**config.mk**
```make
export PLATFORM = sky130hd
export DESIGN_NAME = serial_register_control_port
export DESIGN_NICKNAME = d
export VERILOG_FILES = /design/src/rtl/serial_port_pkg.sv /design/src/rtl/serial_register_control_port.sv
export SDC_FILE = /design/constraint.sdc
export NUM_CORES = 1
export LEC_CHECK = 0
export ABC_AREA = 1
export BUFFER_PORTS_ARGS = -buffer_cell sky130_fd_sc_hd__buf_2
export CELL_PAD_IN_SITES_DETAIL_PLACEMENT = 1
export CELL_PAD_IN_SITES_GLOBAL_PLACEMENT = 2
export CORE_ASPECT_RATIO = 1.75
export CORE_UTILIZATION = 40
export DETAILED_ROUTE_END_ITERATION = 16
export PLACE_DENSITY_LB_ADDON = 0.15
export SLEW_MARGIN = 20
export SYNTH_ARGS = -nofsm -noshare
export SYNTH_HDL_FRONTEND = slang
export SYNTH_SLANG_ARGS = --single-unit
```
**constraint.sdc**
```tcl
create_clock -name clk -period 10.8 [get_ports clk]
set_clock_uncertainty 0.05 [all_clocks]
set_input_delay 0 -clock clk [delete_from_list [all_inputs] [get_ports clk]]
set_output_delay 0 -clock clk [all_outputs]
set_load 0.1 [all_outputs]
```
**src/rtl/serial_port_pkg.sv**
```systemverilog
// package: register map, instruction layout and states of the serial control port
package serial_port_pkg;
  localparam int addr_width = 5;
  localparam int byte_width = 8;
  localparam logic [4:0] addr_config = 5'h00;
  localparam logic [4:0] addr_i_offset_upper = 5'h08;
  localparam logic [4:0] addr_q_offset_upper = 5'h0c;
  localparam logic [4:0] addr_last = 5'h1f;
  localparam logic [4:0] addr_first = 5'h00;
  localparam int bit_dir = 7;
  localparam int bit_count_hi = 6;
  localparam int bit_count_lo = 5;
  localparam int cfg_bit_pin_mode = 7;
  localparam int cfg_bit_lsb_first = 6;
  localparam int cfg_bit_power_down = 3;
  localparam int offset_bit_steer = 7;
  localparam logic [2:0] last_bit = 3'h7;
  localparam logic [7:0] reg_reset = 8'h00;

  typedef struct packed {
    logic read;
    logic [1:0] byte_count;
    logic [4:0] start_addr;
  } instruction_type;

  typedef enum logic [2:0] {
    st_instr = 3'b001,
    st_data = 3'b010,
    st_done = 3'b100
  } state_type;
endpackage : serial_port_pkg

```
**src/rtl/serial_register_control_port.sv**
```systemverilog
// serial register control port with its 32-byte register file
`timescale 1ns/1ps
module serial_register_control_port (
  input wire logic clk,
  input wire logic sys_rst,
  input wire logic serial_clock,
  input wire logic port_select_n,
  input wire logic serial_data_in,
  output logic serial_data_io_out,
  output logic serial_data_io_oe,
  output logic serial_data_out_pin,
  output logic serial_data_out_pin_oe,
  output logic power_down,
  output logic i_offset_to_complementary,
  output logic q_offset_to_complementary
);
  // ----------------------------------------------------------------
  // input synchronisers
  // ----------------------------------------------------------------
  logic [1:0] sclk_sync;
  logic [1:0] csn_sync;
  logic [1:0] sdi_sync;
  logic sclk_prev;
  always_ff @(posedge clk or posedge sys_rst)
  begin
    if (sys_rst)
    begin
      sclk_sync <= 2'h0;
      csn_sync <= 2'h3;
      sdi_sync <= 2'h0;
      sclk_prev <= 1'b0;
    end
    else
    begin
      sclk_sync <= {sclk_sync[0], serial_clock};
      csn_sync <= {csn_sync[0], port_select_n};
      sdi_sync <= {sdi_sync[0], serial_data_in};
      sclk_prev <= sclk_sync[1];
    end
  end
  logic sel;
  logic rise;
  logic fall;
  assign sel = ~csn_sync[1];
  assign rise = sel && sclk_sync[1] && !sclk_prev;
  assign fall = sel && !sclk_sync[1] && sclk_prev;

  // ----------------------------------------------------------------
  // sequencer
  // ----------------------------------------------------------------
  logic [7:0] regs [0:31];
  serial_port_pkg::state_type state;
  serial_port_pkg::instruction_type instr;
  logic [2:0] bit_cnt;
  logic [1:0] bytes_left;
  logic [4:0] addr;
  logic [7:0] shift_in;
  logic [7:0] shift_out;
  logic lsb_first;
  logic [7:0] next_byte;
  logic [4:0] next_addr;
  logic byte_done;
  logic wr_strobe;
  assign lsb_first = regs[serial_port_pkg::addr_config][serial_port_pkg::cfg_bit_lsb_first];
  // assemble the received byte in the configured bit order
  assign next_byte = lsb_first ? {sdi_sync[1], shift_in[7:1]} : {shift_in[6:0], sdi_sync[1]};
  assign byte_done = rise && (bit_cnt == serial_port_pkg::last_bit);
  assign next_addr = lsb_first ? addr + 5'h01 : addr - 5'h01;
  assign wr_strobe = byte_done && (state == serial_port_pkg::st_data) && !instr.read;

  always_ff @(posedge clk or posedge sys_rst)
  begin
    if (sys_rst)
    begin
      state <= serial_port_pkg::st_instr;
      instr <= '0;
      bit_cnt <= 3'h0;
      bytes_left <= 2'h0;
      addr <= serial_port_pkg::addr_first;
      shift_in <= serial_port_pkg::reg_reset;
    end
    else if (!sel)
    begin
      // deselect drops any partial byte and restarts
      state <= serial_port_pkg::st_instr;
      bit_cnt <= 3'h0;
      shift_in <= serial_port_pkg::reg_reset;
    end
    else if (rise)
    begin
      case (state)
        serial_port_pkg::st_instr:
        begin
          shift_in <= next_byte;
          bit_cnt <= bit_cnt + 3'h1;
          if (byte_done)
          begin
            instr <= next_byte;
            bytes_left <= next_byte[serial_port_pkg::bit_count_hi:serial_port_pkg::bit_count_lo];
            addr <= next_byte[serial_port_pkg::addr_width-1:0];
            state <= serial_port_pkg::st_data;
          end
        end
        serial_port_pkg::st_data:
        begin
          shift_in <= next_byte;
          bit_cnt <= bit_cnt + 3'h1;
          if (byte_done)
          begin
            addr <= next_addr;
            bytes_left <= bytes_left - 2'h1;
            if (bytes_left == 2'h0)
              state <= serial_port_pkg::st_done;
          end
        end
        serial_port_pkg::st_done:
          state <= serial_port_pkg::st_done;
        default:
          state <= serial_port_pkg::st_instr;
      endcase
    end
  end

  // ----------------------------------------------------------------
  // register file, written on the last bit of each data byte of a write
  // ----------------------------------------------------------------
  always_ff @(posedge clk or posedge sys_rst)
  begin
    if (sys_rst)
    begin
      for (int i = 0; i < (1 << serial_port_pkg::addr_width); i++)
        regs[i] <= serial_port_pkg::reg_reset;
    end
    else if (wr_strobe)
      regs[addr] <= next_byte;
  end

  // ----------------------------------------------------------------
  // read shifter, launched on falling edges
  // ----------------------------------------------------------------
  logic load_pending;
  logic reading;
  always_ff @(posedge clk or posedge sys_rst)
  begin
    if (sys_rst)
      load_pending <= 1'b0;
    else if (!sel)
      load_pending <= 1'b0;
    else if (byte_done && state != serial_port_pkg::st_done)
      load_pending <= 1'b1;
    else if (fall)
      load_pending <= 1'b0;
  end
  assign reading = instr.read && (state == serial_port_pkg::st_data);
  always_ff @(posedge clk or posedge sys_rst)
  begin
    if (sys_rst)
      shift_out <= serial_port_pkg::reg_reset;
    else if (fall && load_pending)
      shift_out <= regs[addr];
    else if (fall)
      shift_out <= lsb_first ? {1'b0, shift_out[7:1]} : {shift_out[6:0], 1'b0};
  end
  logic out_bit;
  logic drive;
  logic shared_pin;
  assign out_bit = lsb_first ? shift_out[0] : shift_out[7];
  assign drive = sel && reading && !load_pending;
  assign shared_pin = regs[serial_port_pkg::addr_config][serial_port_pkg::cfg_bit_pin_mode];
  always_ff @(posedge clk or posedge sys_rst)
  begin
    if (sys_rst)
    begin
      serial_data_io_out <= 1'b0;
      serial_data_io_oe <= 1'b0;
      serial_data_out_pin <= 1'b0;
      serial_data_out_pin_oe <= 1'b0;
    end
    else
    begin
      serial_data_io_out <= out_bit;
      serial_data_out_pin <= out_bit;
      serial_data_io_oe <= drive && shared_pin;
      serial_data_out_pin_oe <= drive && !shared_pin;
    end
  end

  // ----------------------------------------------------------------
  // control outputs
  // ----------------------------------------------------------------
  // power down leaves this port running; only the flag leaves
  assign power_down = regs[serial_port_pkg::addr_config][serial_port_pkg::cfg_bit_power_down];
  assign i_offset_to_complementary =
    regs[serial_port_pkg::addr_i_offset_upper][serial_port_pkg::offset_bit_steer];
  assign q_offset_to_complementary =
    regs[serial_port_pkg::addr_q_offset_upper][serial_port_pkg::offset_bit_steer];

  // ----------------------------------------------------------------
  // checks
  // ----------------------------------------------------------------
  chk_deselect_restart: assert property (
    @(posedge clk) disable iff (sys_rst)
    !sel |=> state == serial_port_pkg::st_instr)
    else $error("sequencer not restarted");
  chk_abort_no_write: assert property (
    @(posedge clk) disable iff (sys_rst)
    !sel |-> !wr_strobe ##1 (bit_cnt == '0 && !wr_strobe))
    else $error("partial byte kept after deselect");
  chk_write_immediate: assert property (
    @(posedge clk) disable iff (sys_rst)
    wr_strobe |=> regs[$past(addr)] == $past(next_byte))
    else $error("register not updated");
  chk_instr_to_data: assert property (
    @(posedge clk) disable iff (sys_rst)
    (state == serial_port_pkg::st_instr && byte_done && sel) |=>
    state == serial_port_pkg::st_data && addr == $past(next_byte[serial_port_pkg::addr_width-1:0]))
    else $error("instruction not taken");
  chk_done_holds: assert property (
    @(posedge clk) disable iff (sys_rst)
    (state == serial_port_pkg::st_done && sel) |=> state == serial_port_pkg::st_done || !sel)
    else $error("left done state");
  chk_addr_step: assert property (
    @(posedge clk) disable iff (sys_rst)
    (state == serial_port_pkg::st_data && byte_done && sel && lsb_first) |=> addr == $past(addr) + 5'h01)
    else $error("address not incremented");
  chk_addr_down: assert property (
    @(posedge clk) disable iff (sys_rst)
    (state == serial_port_pkg::st_data && byte_done && sel && !lsb_first) |=> addr == $past(addr) - 5'h01)
    else $error("address not decremented");
  chk_hiz_deselect: assert property (
    @(posedge clk) disable iff (sys_rst)
    !sel ##1 !sel |-> !serial_data_io_oe && !serial_data_out_pin_oe)
    else $error("output driven while deselected");
  chk_no_io_in_mode0: assert property (
    @(posedge clk) disable iff (sys_rst)
    !$past(shared_pin) |-> !serial_data_io_oe)
    else $error("shared pin driven in input mode");
  chk_write_no_drive: assert property (
    @(posedge clk) disable iff (sys_rst)
    (sel && !instr.read) ##1 (sel && !instr.read) |-> !serial_data_io_oe && !serial_data_out_pin_oe)
    else $error("driven during write");
endmodule : serial_register_control_port

```
==> results.txt, run 1 <==
The data required time of the critical path was 11.18 ns; the vias per cell was 5.19. The die is 255 um tall. For the maximum clock insertion buffer count, the log shows 3.

The remaining max-slew budget at the tightest pin was 0.245. Post-synth net total: 1753. The logs give 0.0361 mm^2 for the core area and 1 for the H-tree depth. After technology mapping, the gate count stands at 1741. Based on the critical path, the design can be clocked at up to 295 MHz. The run gives 92 as the row count.

The run finished, with violations left. The placed instance area was 0.0148 mm^2; the count of clock tree sinks was 297. The die covers 0.0375 mm^2. The largest individual stage delay along the critical path comes from the cell sky130_fd_sc_hd__nor2_4. The repair_antennas step left the layout with diodes totalling 0. The total of flip-flops plus latches after synthesis was 297. The analysis attributes to net switching a power of 0.000518 W. Among the stages of the critical path, the cell type that occurs most often is sky130_fd_sc_hd__buf_4.

The remaining global-route overflow is 0, and the highest fanout seen on the critical path is 46. The global-route met3 utilization was 0.0243. The run gives 0 as the count of final max-slew check failures. Commonest non-fill, non-tap cell in the layout: sky130_fd_sc_hd__nand2_1. The sequential share of power is 0.486, and the number of warning messages in the yosys log is 0.

Adding up every negative setup slack in the final design gives 0 ns. For this design the ratio of total power to cell area is 145 mW/mm^2. The checks that failed: negative hold slack.

The tools report the met1 track utilization from global routing as 0.303. The run gives 0.441 as the utilization of the core after routing. The total buffers and inverters traversed by the critical path was 4.

The logs give 0 for the initial antenna violation count and 0.0159 mm^2 for the post-route cell area. The die width came out at 147 um. The synthesized area per cell came out at 8.44 um^2. The count of max-cap constraint violations was 0; the post-route antenna net violation count was 0. The data arrival time of the worst path is 3.78 ns, and the clock transition at the registers of the reported paths is 0.07 ns. The starting density of the core is 0.406. The worst-case IR drop observed on VDD is 0.000134 V.

The slew at the pin with the worst max-slew slack was 1.13 ns; the global-route wire length before repair was 72.1 mm. Combinational cell fraction of total power: 0.021. Buffers placed on the I/O ports in this run total 11. The via count of the first global-routing pass is 12300.

The worst setup path is launched from a flop. The total vias in the final route came out at 11400. The pin count of the biggest net entering global routing was 96. Walking the worst path, the cells encountered are buf_4, buf_4, nor2_4, buf_4, inv_2, nor2_8, nand2_4, nand2_1, o21ai_2. The largest stage delay on the critical path came out at 0.68 ns. In this run the worst hold path is classified as in -> async.

The relative area change from synthesis to final layout is 8.55%, and the final RePlAce weighted congestion is 0.830. In this run, the number of DRC markers left after iteration 0 of detailed routing was 640. The library cells used most frequently in the layout, excluding fill and tap cells, are sky130_fd_sc_hd__nand2_1 (791), sky130_fd_sc_hd__dfrtp_1 (293), sky130_fd_sc_hd__o21ai_1 (148). The routed design has 44.9 mm of wire. The number of setup violations in the final report came out at 0.

TritonCTS created 31 clock buffers. The type of the worst setup path is reg -> reg. The average wire per standard cell is 20.4 um, and the number of enable-type register cells in the synthesized netlist is 0.

The fraction of layout instances using a drive strength above 1 works out to 0.156. Switching part of the total: 0.224. The worst hold slack came out at -0.0288 ns. After synthesis the cells add up to 0.0147 mm^2. For the number of hold-slack violations in the final timing report, the log shows 7.

The net count of the finished layout is 1716. For the number of I/O pins, the log shows 12. Share of synthesized flip-flops with an asynchronous set or reset: 1.00. The type of element capturing the critical path is a flop. Setup repair after global routing left no endpoint under its margin. For the total internal power, the log shows 0.00179 W. The ratio of final minimum period to clock period came out at 0.314.

The met2 global-route usage came out at 0.454. The tools report the clock share of power as 0.493. Root buffer cell: sky130_fd_sc_hd__clkbuf_16.

In this run the most used layer during global routing was met2. Summed over all cells, the static leakage comes to 7.87 nW. The sequential cell area fraction in the yosys report was 0.506.

The number of unique standard cell types used by synthesis was 39. Detailed placement finished with a half-perimeter wire length of 28.7 mm. Clock latency on the worst-skew pair, taken at its later pin, is 0.59 ns. Dominant synthesized flop cell: sky130_fd_sc_hd__dfrtp_1. The number of remaining DRC errors is 0, and the length of the first detailed-routing pass in iterations is 5. The routed design could run at a clock period as short as 3.39 ns. TritonCTS built the clock tree.

The tools report the overall track demand over capacity in global routing as 0.251. Once the clock tree was built, the setup fixing pass inserted 0 buffers. Kind of cell with the highest combined delay on the critical path: simple AND/OR/NAND/NOR gates.
## worst paths after layout
kind	start	end	slack, ns	cells after the start
max in group asynchronous	sys_rst	addr[0]$_DFFE_PP0P_	9.14	4
min in group clk	csn_sync[0]$_DFF_PP1_	csn_sync[1]$_DFF_PP1_	0.30	0
hold / removal	sys_rst	shift_in[0]$_DFFE_PP0P_	-0.03	3
hold reg to reg	csn_sync[0]$_DFF_PP1_	csn_sync[1]$_DFF_PP1_	0.30	0
setup / recovery	addr[0]$_DFFE_PP0P_	regs[174]$_DFFE_PP0P_	7.41	9
setup reg to reg	addr[0]$_DFFE_PP0P_	regs[174]$_DFFE_PP0P_	7.41	9
## per-layer routing
metal	wire [um]	share of wire
met1	18600	0.41
met2	23600	0.53
met5	0	0
met4	1800	0.040
met3	894	0.020
## state kept, by name, summed over array words and instances (netlist names), 2 cells and up
signal      count
bit_cnt         3
csn_sync        2
regs          252
sdi_sync        2
sclk_sync       2
shift_in        8
shift_out       8
bytes_left      2
state           3
addr            5
## through the flow
stage	setup slack [ns]	cells	hold slack, ns	power [W]
floorplan	2.55	1741	-0.0455	0.00117
global placement	7.53	2134	0.0555	0.00119
detailed placement	7.45	2134	0.0572	0.00119
CTS	7.43	2199	0.0176	0.00234
global route	7.25	2199	0.0890	0.00238
finish	7.41	2199	-0.0288	0.00231
## area by class of cell
| type | count | area, um^2 |
|---|---|---|
| fillers | 4290 | 20200 |
| inverters | 45 | 179 |
| multi-input cells | 1291 | 6400 |
| clock inverters | 13 | 176 |
| repair buffers | 38 | 275 |
| clock buffers | 45 | 888 |
| flip-flops and latches | 297 | 7440 |
| well taps | 470 | 588 |
## tightest hold or removal path, cell delays in order
cell	delay, ns
sky130_fd_sc_hd__dlygate4sd3_1	0.53
sky130_fd_sc_hd__buf_2	0.15
sky130_fd_sc_hd__inv_8	0.42
## power groups by stage
stage	Combinational (W)	Clock (W)	Sequential, W
after floorplan	0.0000318	0	0.00114
after global placement	0.0000484	0	0.00114
after detailed placement	0.0000496	0	0.00114
after CTS	0.0000516	0.00117	0.00112
after global routing	0.0000565	0.00120	0.00112
final	0.0000491	0.00114	0.00112
## logic make-up (layout without fill, tap and decap cells)
logic type	Yosys count	count (layout)	synth area share
adders and majority gates	7	7	0.00647
buffers and inverters	153	141	0.0612
xor gates and xnor gates	4	4	0.00239
AOI/OAI and AO/OA	349	349	0.151
DFF	297	297	0.506
and+or+nand+nor	931	931	0.273
## cells in the mapped netlist, types with 5 or more instances
cell type	instances	area, um^2
sky130_fd_sc_hd__o21ai_0	31	155
sky130_fd_sc_hd__nor2_8	5	100
sky130_fd_sc_hd__o22ai_1	6	37.5
sky130_fd_sc_hd__clkbuf_1	40	150
sky130_fd_sc_hd__buf_4	7	52.6
sky130_fd_sc_hd__buf_6	36	405
sky130_fd_sc_hd__ha_1	6	75.1
sky130_fd_sc_hd__nand3_1	45	225
sky130_fd_sc_hd__nor2_1	41	154
sky130_fd_sc_hd__a31oi_1	6	37.5
sky130_fd_sc_hd__nand2_4	33	372
sky130_fd_sc_hd__inv_2	9	33.8
sky130_fd_sc_hd__nand2_1	791	2970
sky130_fd_sc_hd__o21ai_1	151	756
sky130_fd_sc_hd__dfrtp_1	294	7360
sky130_fd_sc_hd__nor3_4	6	97.6
sky130_fd_sc_hd__buf_1	5	18.8
sky130_fd_sc_hd__o21ai_2	118	1030
sky130_fd_sc_hd__inv_1	33	124
sky130_fd_sc_hd__buf_2	17	85.1
sky130_fd_sc_hd__a21oi_1	32	160
## repair_timing
item / 4_1_cts / 5_1_grt
setup endpoints to repair: 0 / 0
endpoints found under the hold margin: 95 / 0
hold buffers: 7 / 0
resized for setup: 0 / 0
(Power assumes the default switching activity.)
==> inputs of run 2 (changes only) <==
==> constraint.sdc (replaced) <==
create_clock -name clk -period 3.2 [get_ports clk]
set_clock_uncertainty 0.05 [all_clocks]
set_input_delay 0 -clock clk [delete_from_list [all_inputs] [get_ports clk]]
set_output_delay 0 -clock clk [all_outputs]
set_load 0.1 [all_outputs]
==> run 2 against run 1 <==
Effect of this change: the run now ends clean; combinational power rose to 3.6 times the previous value; first-iteration DRC count is 21% lower; non-clock buffer count rose by 27; final cell count is 1.0% higher; clock power increased to 3.4 times the previous value; register-to-register slack worse by 6.9 ns; global-route usage grew 0.66 points; critical endpoint is now shift_out[4]$_DFFE_PP0P_; largest cell class unchanged.
==> results.txt, run 2 (same netlist as run 1, synthesis figures left out) <==
Switching part of the total: 0.215 (was 0.224). The type of element capturing the critical path is a flop (unchanged). The tools report the antenna diode count as 0 (unchanged). The total length of routed met2 wires came out at 25.1 mm (was 23.6 mm). The category of the worst setup path launch point is a flop (unchanged). The logs give 3.61 ns (was 11.18 ns) for the data required time of the critical path and 0.55 ns (was 7.41 ns) for the setup slack of the most critical reg-to-reg path. The launch point of the worst reg-to-reg path is addr[0]$_DFFE_PP0P_ (unchanged). The count of clock tree sinks is 297 (unchanged). The fraction of layout instances using a drive strength above 1 was 0.171 (was 0.156). For the post-route worst setup slack, the log shows 0.551 ns (was 7.41 ns). The tools report the endpoint of the worst-slack reg-to-reg timing path as shift_out[4]$_DFFE_PP0P_ (was regs[174]$_DFFE_PP0P_).

Length of the first detailed-routing pass in iterations: 5 (unchanged). The final routed wirelength across all metal layers is 46.6 mm (was 44.9 mm), and the worst-case vdd ir drop is 0.000424 V (was 0.000134 V). The flip-flop count of the largest register after layout is 252 (unchanged). The final critical path time including I/O delays and setup is 2.65 ns (was 3.39 ns). For the count of max-cap constraint violations, the log shows 0 (unchanged).

The half-perimeter wire length after detailed placement is 31.7 mm (was 28.7 mm), and the number of nets in the finished design is 1742 (was 1716). The vias per cell was 5.20 (was 5.19). The standby leakage power was 8.07 nW (was 7.87 nW); the total internal power was 0.00617 W (was 0.00179 W). The run gives 73.4 mm (was 72.1 mm) as the global-route wire length before repair. TritonCTS built the clock tree. The row count was 92 (unchanged).

The root buffer cell is sky130_fd_sc_hd__clkbuf_16 (unchanged). The tools report the starting density of the core as 0.406 (unchanged). The overall track demand over capacity in global routing is 0.258 (was 0.251), and the core area is 0.0361 mm^2 (unchanged). The highest fanout seen on the critical path is 28 (was 46). The ratio of final minimum period to clock period was 0.828 (was 0.314); the number of I/O pins was 12 (unchanged). The tools report the timing-limited maximum frequency as 378 MHz (was 295 MHz).

The tools report the overall die area as 0.0375 mm^2 (unchanged). The type of the worst setup path is reg -> reg (unchanged). The clock transition at the registers of the reported paths came out at 0.07 ns (about the same). For the number of setup violations in the final report, the log shows 0 (unchanged).

The count of input and output buffers is 11 (unchanged), and the slew at the pin with the worst max-slew slack is 1.12 ns (was 1.13 ns). Commonest non-fill, non-tap cell in the layout: sky130_fd_sc_hd__nand2_1 (unchanged). The violation count after the first detailed-route iteration is 508 (was 640), and the count of placed standard cells including taps is 2164 (was 2134).

The run gives 3.06 ns (was 3.78 ns) as the data arrival time of the worst path. The endpoint of the worst setup timing path is shift_out[4]$_DFFE_PP0P_ (was regs[174]$_DFFE_PP0P_). The average wire per standard cell is 21.0 um (was 20.4 um), and the utilization of the core after routing is 0.450 (was 0.441). The tools report the later-pin clock latency in the skew report as 0.58 ns (was 0.59 ns).

The total vias in the final route came out at 11600 (was 11400). Setup repair after global routing left no endpoint under its margin. The final RePlAce weighted congestion is 0.802 (was 0.830). The run gives 18.7 mm (was 18.6 mm) as the total routed wire length on the met1 layer.

The tools report the number of clock buffers inserted by TritonCTS as 30 (was 31). The number of remaining DRC errors was 0 (unchanged); the final cell count without fillers was 2221 (was 2199). The maximum clock insertion buffer count came out at 3 (unchanged).

The launching element of the worst setup path is addr[0]$_DFFE_PP0P_ (unchanged). The sequential share of power came out at 0.482 (was 0.486). Leading registers by flop count: regs: 252 flops, shift_in: 8 flops, shift_out: 8 flops (unchanged).

The routed wire length on met3 was 1.17 mm (was 894 um); the post-route antenna net violation count was 0 (unchanged). The net load switching power was 0.00169 W (was 0.000518 W). The register with the most flip-flops is regs (unchanged). Length in cells of the worst reg-to-reg path: 12 (was 9). The remaining max-slew budget at the tightest pin came out at 0.248 (was 0.245). The run gives 0 (was 7) as the number of hold-slack violations in the final timing report. The worst hold-check path type was in -> reg (was in -> async). The relative area change from synthesis to final layout came out at 10.8% (was 8.55%). The overall die height was 255 um (unchanged). The flow ran to the end, and the final reports show no timing, DRC or antenna violations.

Remaining global-route overflow: 0 (unchanged). Uppermost layer routed: met4 (unchanged). For the pin count of the biggest net entering global routing, the log shows 75 (was 96).

For the initial antenna violation count, the log shows 0 (unchanged). The total power divided by cell area works out to 483 mW/mm^2 (was 145 mW/mm^2). The combinational cell fraction of total power was 0.023 (was 0.021); the die width was 147 um (unchanged). The number of filler cells placed in the layout came out at 4320 (was 4290). Post-CTS repair timing setup buffer count: 0 (unchanged). The logs give 12400 (was 12300) for the via count of the first global-routing pass and 0 (unchanged) for the count of final max-slew check failures. The logs give 0.567 ns (was 7.45 ns) for the post-placement worst setup slack and 0.496 (was 0.493) for the clock share of power.

Highest-count cells in the layout ignoring fill and taps: sky130_fd_sc_hd__nand2_1 (791), sky130_fd_sc_hd__dfrtp_1 (293), sky130_fd_sc_hd__o21ai_1 (148) (unchanged). H-tree depth: 1 (unchanged).
run 2: power by group through the flow:
stage / sequential [W] / combinational [W] / clock [W]
4_1_cts: 0.00379 / 0.000187 / 0.00400
3_3_place_gp: 0.00386 / 0.000178 / 0
5_1_grt: 0.00379 / 0.000202 / 0.00413
3_5_place_dp: 0.00386 / 0.000183 / 0
2_1_floorplan: 0.00386 / 0.000108 / 0
6_report: 0.00379 / 0.000177 / 0.00389
run 2: area by class of cell:
type                       count  area, um^2  share of cell area
multi-input combinational   1291        6400               0.393
clock buffer                  47         956              0.0587
sequential                   297        7440               0.457
timing repair buffer          65         583              0.0358
clock inverter                 6         134             0.00823
inverter                      45         175              0.0108
tap                          470         588              0.0361
run 2: worst max-delay path, stage by stage (launching register included):
cell                       delay (ns)
sky130_fd_sc_hd__dfrtp_4         0.55
sky130_fd_sc_hd__nand2_2         0.16
sky130_fd_sc_hd__clkinv_1        0.29
sky130_fd_sc_hd__buf_12          0.27
sky130_fd_sc_hd__buf_4           0.20
sky130_fd_sc_hd__nand2_1         0.06
sky130_fd_sc_hd__nand2_1         0.08
sky130_fd_sc_hd__o21ai_0         0.26
sky130_fd_sc_hd__nand2_1         0.08
sky130_fd_sc_hd__nor2_1          0.23
sky130_fd_sc_hd__nand2_1         0.11
sky130_fd_sc_hd__nand2_1         0.07
sky130_fd_sc_hd__nand2_1         0.05
run 2: stage by stage:
step	hold WS (ns)	total power [W]	setup TNS, ns	instance area, um^2
final	0.0226	0.00786	0	16300
after CTS	0.000200	0.00797	0	16300
after global placement	0.0558	0.00403	0	15100
after global routing	0.0154	0.00811	0	16300
after floorplan	-0.0455	0.00396	-233.04	14700
after detailed placement	0.0571	0.00404	0	15100
run 2: worst min-delay path by stage:
stage                     cells past startpoint                      to           start
after floorplan                               0   csn_sync[0]$_DFF_PP1_   port_select_n
after global placement                        1   csn_sync[0]$_DFF_PP1_   port_select_n
after detailed placement                      1   csn_sync[0]$_DFF_PP1_   port_select_n
after CTS                                     2   sdi_sync[0]$_DFF_PP0_  serial_data_in
after global routing                          2  sclk_sync[0]$_DFF_PP0_    serial_clock
final                                         2   sdi_sync[0]$_DFF_PP0_  serial_data_in
run 2: routing by layer:
metal,track usage,vias to the layer above
met5,0,-
met4,0.0926,0
met3,0.0255,72
met2,0.481,137
met1,0.301,5767
li1,-,5580
run 2: timing repair:
action                                  in CTS  in global routing
hold endpoints to repair                    30                  0
resized for setup                            0                  0
hold buffers                                 4                  0
endpoints found under the setup margin       0                  0
==> inputs of run 3 (changes only) <==
--- a/config.mk
+++ b/config.mk
@@ -5,12 +5,12 @@
 export SDC_FILE = /design/constraint.sdc
 export NUM_CORES = 1
 export LEC_CHECK = 0
-export ABC_AREA = 1
+export ABC_AREA = 0
 export BUFFER_PORTS_ARGS = -buffer_cell sky130_fd_sc_hd__buf_2
 export CELL_PAD_IN_SITES_DETAIL_PLACEMENT = 1
 export CELL_PAD_IN_SITES_GLOBAL_PLACEMENT = 2
 export CORE_ASPECT_RATIO = 1.75
-export CORE_UTILIZATION = 40
+export CORE_UTILIZATION = 38
 export DETAILED_ROUTE_END_ITERATION = 16
 export PLACE_DENSITY_LB_ADDON = 0.15
 export SLEW_MARGIN = 20
==> constraint.sdc (replaced) <==
create_clock -name clk -period 2.4 [get_ports clk]
set_clock_uncertainty 0.05 [all_clocks]
set_input_delay 0 -clock clk [delete_from_list [all_inputs] [get_ports clk]]
set_output_delay 0 -clock clk [all_outputs]
set_load 0.1 [all_outputs]
==> run 3 against run 2 <==
Effect of this change: critical path depth fell by 5; synthesized cell count fell by 23%; final area fell by 0.15%; via count fell by 12%; hold slack got worse by 0.0024 ns; sequential power rose by 35%; global-route usage rose by 1.2 points; maximum frequency rose by 12%; sequential share of layout area rose by 0.067 points; critical path type unchanged; largest power group is now registers.
==> results.txt, run 3 <==
The flow ran to the end, and the final reports show no timing, DRC or antenna violations. The maximum clock insertion buffer count was 3 (unchanged); the starting density of the core was 0.386 (was 0.406). The overall die area was 0.0365 mm^2 (was 0.0375 mm^2). For the number of setup violations in the final report, the log shows 0 (unchanged).

Number of unique standard cell types used by synthesis: 57 (was 39). The total of flip-flops plus latches after synthesis was 297 (unchanged); the length of the first detailed-routing pass in iterations was 4 (was 5). The run gives 0.548 (was 0.506) as the sequential cell area fraction in the yosys report. Setup repair after global routing could not meet its margin everywhere. The post-route antenna net violation count came out at 0 (unchanged). The run gives 10200 (was 11600) as the total vias in the final route.

Leading registers by flop count: regs: 252 flops, shift_in: 8 flops, shift_out: 8 flops (unchanged). The tools report the type of element capturing the critical path as a flop (unchanged). The cell count after synthesis is 1347 (was 1741). The cell taking the most area after synthesis was sky130_fd_sc_hd__dfrtp_1 (unchanged).

The tools report the row count as 91 (was 92). The final cell count without fillers is 1911 (was 2221). The largest stage delay on the critical path was 0.57 ns (was 0.55 ns); the highest fanout seen on the critical path was 13 (was 28). The final critical path time including I/O delays and setup is 2.37 ns (was 2.65 ns). The critical-path cell with the highest stage delay is sky130_fd_sc_hd__or4_4 (was sky130_fd_sc_hd__dfrtp_4).

The standby leakage power is 6.66 nW (was 8.07 nW), and the total power divided by cell area is 645 mW/mm^2 (was 483 mW/mm^2). Leading post-synthesis cells by cell area: sky130_fd_sc_hd__dfrtp_1 (54%), sky130_fd_sc_hd__mux2i_1 (9.1%), sky130_fd_sc_hd__o21ai_0 (6.8%), sky130_fd_sc_hd__nand2_1 (5.8%), sky130_fd_sc_hd__a21oi_1 (3.7%) (was sky130_fd_sc_hd__dfrtp_1 (50%), sky130_fd_sc_hd__nand2_1 (20%), sky130_fd_sc_hd__o21ai_2 (7.0%), sky130_fd_sc_hd__o21ai_1 (5.1%), sky130_fd_sc_hd__buf_6 (2.8%)). The ratio of final minimum period to clock period was 0.989 (was 0.828). TritonCTS built the clock tree.

The run gives 0 (unchanged) as the count of final max-slew check failures. Data arrival time of the worst path: 2.78 ns (was 3.06 ns). The run gives -0.308 ns (was 0.567 ns) as the post-placement worst setup slack. The tools report the netlist area before placement as 0.0136 mm^2 (was 0.0147 mm^2). Type of the worst setup path: reg -> reg (unchanged). Fraction of layout instances using a drive strength above 1: 0.180 (was 0.171). The pin count of the biggest net entering global routing is 79 (was 75). The utilization of the core after routing is 0.462 (was 0.450). Number of remaining DRC errors: 0 (unchanged). The vias per cell was 5.35 (was 5.20). The top-area cell type share of the netlist area was 0.542 (was 0.501). The dominant synthesized flop cell was sky130_fd_sc_hd__dfrtp_1 (unchanged).

The switching part of the total is 0.233 (was 0.215). The share of synthesized flip-flops with an asynchronous set or reset came out at 1.00 (unchanged). The run gives 0.325 (was 0.301) as the met1 track utilization from global routing.

The tools report the half-perimeter wire length after detailed placement as 32.8 mm (was 31.7 mm). The data required time of the critical path is 2.81 ns (was 3.61 ns), and the net load switching power is 0.00244 W (was 0.00169 W). The logs give 1 (unchanged) for the H-tree depth and 0.042 (was 0.023) for the combinational cell fraction of total power. The number of clock buffers inserted by TritonCTS is 30 (unchanged), and the worst-case vdd ir drop is 0.000608 V (was 0.000424 V). Series of cell instances along the critical path: buf_4, bufbuf_16, mux2i_2, o22ai_1, or4_4, nor4_4, a21oi_1 (was nand2_2, clkinv_1, buf_12, buf_4, nand2_1, nand2_1, o21ai_0, nand2_1, nor2_1, nand2_1, nand2_1, nand2_1). The tools report the violation count after the first detailed-route iteration as 358 (was 508). The overall track demand over capacity in global routing came out at 0.270 (was 0.258). The commonest non-fill, non-tap cell in the layout is sky130_fd_sc_hd__dfrtp_1 (was sky130_fd_sc_hd__nand2_1). The run gives 0.0163 mm^2 (about the same) as the post-route cell area. The overall die height was 252 um (was 255 um); the final RePlAce weighted congestion was 0.878 (was 0.802). The kind of cell with the highest combined delay on the critical path was simple AND/OR/NAND/NOR gates (unchanged). The core area was 0.0352 mm^2 (was 0.0361 mm^2); the clock transition at the registers of the reported paths was 0.07 ns (about the same). The logs give 3866 (was 4320) for the number of filler cells placed in the layout and 0.0264 ns (was 0.551 ns) for the post-route worst setup slack.

The total buffers and inverters traversed by the critical path is 2 (was 3). The final setup TNS is 0 ns (unchanged). The root buffer cell was sky130_fd_sc_hd__clkbuf_16 (unchanged). The number of enable-type register cells in the synthesized netlist was 0 (unchanged).

The placed instance area was 0.0150 mm^2 (was 0.0151 mm^2). The run gives 0 (unchanged) as the remaining global-route overflow. The global-route wire length before repair came out at 71.0 mm (was 73.4 mm). Number of hold-slack violations in the final timing report: 0 (unchanged). The initial antenna violation count is 2 (was 0), and the number of nets in the finished design is 1438 (was 1742). The tools report the antenna diode count as 0 (unchanged).

The slew at the pin with the worst max-slew slack is 0.603 ns (was 1.12 ns), and the flip-flop count of the largest register after layout is 252 (unchanged). The tools report the count of max-cap constraint violations as 0 (unchanged). The register with the most flip-flops was regs (unchanged). Count of placed standard cells including taps: 1850 (was 2164). The category of the worst setup path launch point is a flop (unchanged). The run gives 0.00744 mm^2 (unchanged) as the area occupied by registers. The logs give 46.6 mm (about the same) for the final routed wirelength across all metal layers and 0.0279 (was 0.0255) for the global-route met3 utilization.

The tools report the count of clock tree sinks as 297 (unchanged). The timing-limited maximum frequency was 421 MHz (was 378 MHz); the die width was 145 um (was 147 um). List of most frequent post-synthesis cells: sky130_fd_sc_hd__dfrtp_1 (294), sky130_fd_sc_hd__nand2_1 (211), sky130_fd_sc_hd__o21ai_0 (185) (was sky130_fd_sc_hd__nand2_1 (791), sky130_fd_sc_hd__dfrtp_1 (294), sky130_fd_sc_hd__o21ai_1 (151)). The synthesized area per cell came out at 10.1 um^2 (was 8.44 um^2). The combined area of the multi-input logic cells is 0.00577 mm^2 (was 0.00640 mm^2), and the remaining max-slew budget at the tightest pin is 0.590 (was 0.248). The average wire per standard cell is 24.4 um (was 21.0 um).

Highest-count cells in the layout ignoring fill and taps: sky130_fd_sc_hd__dfrtp_1 (293), sky130_fd_sc_hd__nand2_1 (209), sky130_fd_sc_hd__o21ai_0 (185) (was sky130_fd_sc_hd__nand2_1 (791), sky130_fd_sc_hd__dfrtp_1 (293), sky130_fd_sc_hd__o21ai_1 (148)). The via count of the first global-routing pass came out at 11000 (was 12400). The leading cell type by number of instances after synthesis was sky130_fd_sc_hd__dfrtp_1 (was sky130_fd_sc_hd__nand2_1).

The run gives 0.487 (was 0.482) as the sequential share of power. The most heavily used metal layer in global routing was met2 (unchanged). The met2 global-route usage came out at 0.486 (was 0.481). The later-pin clock latency in the skew report is 0.58 ns (about the same). For the post-synth net total, the log shows 1359 (was 1753). Count of input and output buffers: 11 (unchanged).

The run gives 0.00804 W (was 0.00617 W) as the total internal power. The worst hold-check path type was in -> reg (unchanged). The number of warning messages in the yosys log came out at 0 (unchanged). The number of I/O pins came out at 12 (unchanged). The relative area change from synthesis to final layout was 19.8% (was 10.8%). The run gives 0.472 (was 0.496) as the clock share of power.
==> run 3: cell types whose count changed in the layout (fill, tap and decap cells not counted), sizes merged, moves of 48 or more <==
cell	change
a21oi	+75
buf	+76
mux2i	+124
nand2	-614
nor2	+82
o21ai	-115
o22ai	+48
==> run 3: layer usage <==
metal | vias up | share of wire
met2 | 128 | 0.53
met5 | - | 0.00028
met4 | 2 | 0.038
met3 | 74 | 0.028
li1 | 4846 | -
met1 | 5169 | 0.40
==> run 3: layout make-up <==
cell class,instances,share of cell area
clock buffers,43,0.0548
clock inverters,9,0.00778
flip-flops and latches,297,0.458
multi-input cells,942,0.355
inverters,11,0.00277
well taps,465,0.0358
repair buffers,144,0.0857
==> run 3: path summary, 6_finish.rpt <==
check	start	end	slack [ns]	depth (start not counted)
max	addr[0]$_DFFE_PP0P_	shift_out[6]$_DFFE_PP0P_	0.03	7
max reg2reg	addr[0]$_DFFE_PP0P_	shift_out[6]$_DFFE_PP0P_	0.03	7
min	serial_clock	sclk_sync[0]$_DFF_PP0_	0.02	2
min reg2reg	csn_sync[0]$_DFF_PP1_	csn_sync[1]$_DFF_PP1_	0.31	0
min in group asynchronous	sys_rst	regs[85]$_DFFE_PP0P_	0.11	4
max in group asynchronous	sys_rst	regs[180]$_DFFE_PP0P_	1.69	4
==> run 3: cells by family (layout without fill, tap and decap cells) <==
| logic type | count (synthesis) | in the layout | synth area share |
|---|---|---|---|
| AOI/OAI and AO/OA | 371 | 371 | 0.149 |
| xor gates and xnor gates | 5 | 5 | 0.00323 |
| adders and majority gates | 7 | 7 | 0.00701 |
| buffers and inverters | 108 | 207 | 0.0407 |
| DFF | 297 | 297 | 0.548 |
| muxes | 136 | 136 | 0.110 |
| and+or+nand+nor | 423 | 423 | 0.143 |
==> run 3: power groups by stage <==
stage                     Clock (W)  Sequential (W)  Combinational, W
after floorplan                   0         0.00519          0.000236
after global placement            0         0.00519          0.000435
after detailed placement          0         0.00519          0.000440
after CTS                   0.00506         0.00510          0.000450
after global routing        0.00523         0.00510          0.000480
final                       0.00495         0.00510          0.000435
==> run 3: repair_timing <==
| item | in CTS | in global routing |
|---|---|---|
| resized for setup | 6 | 17 |
| buffers inserted | 2 | 0 |
| hold buffers | 6 | 0 |
| gates cloned | 1 | 0 |
| setup endpoints to repair | 4 | 13 |
| endpoints found under the hold margin | 300 | 0 |
==> run 3: per-stage QoR <==
step	total power [W]	hold WS, ns
6_report	0.0105	0.0203
5_1_grt	0.0108	0.0449
4_1_cts	0.0106	0.00565
3_5_place_dp	0.00563	0.0573
3_3_place_gp	0.00562	0.0546
2_1_floorplan	0.00543	-0.0455
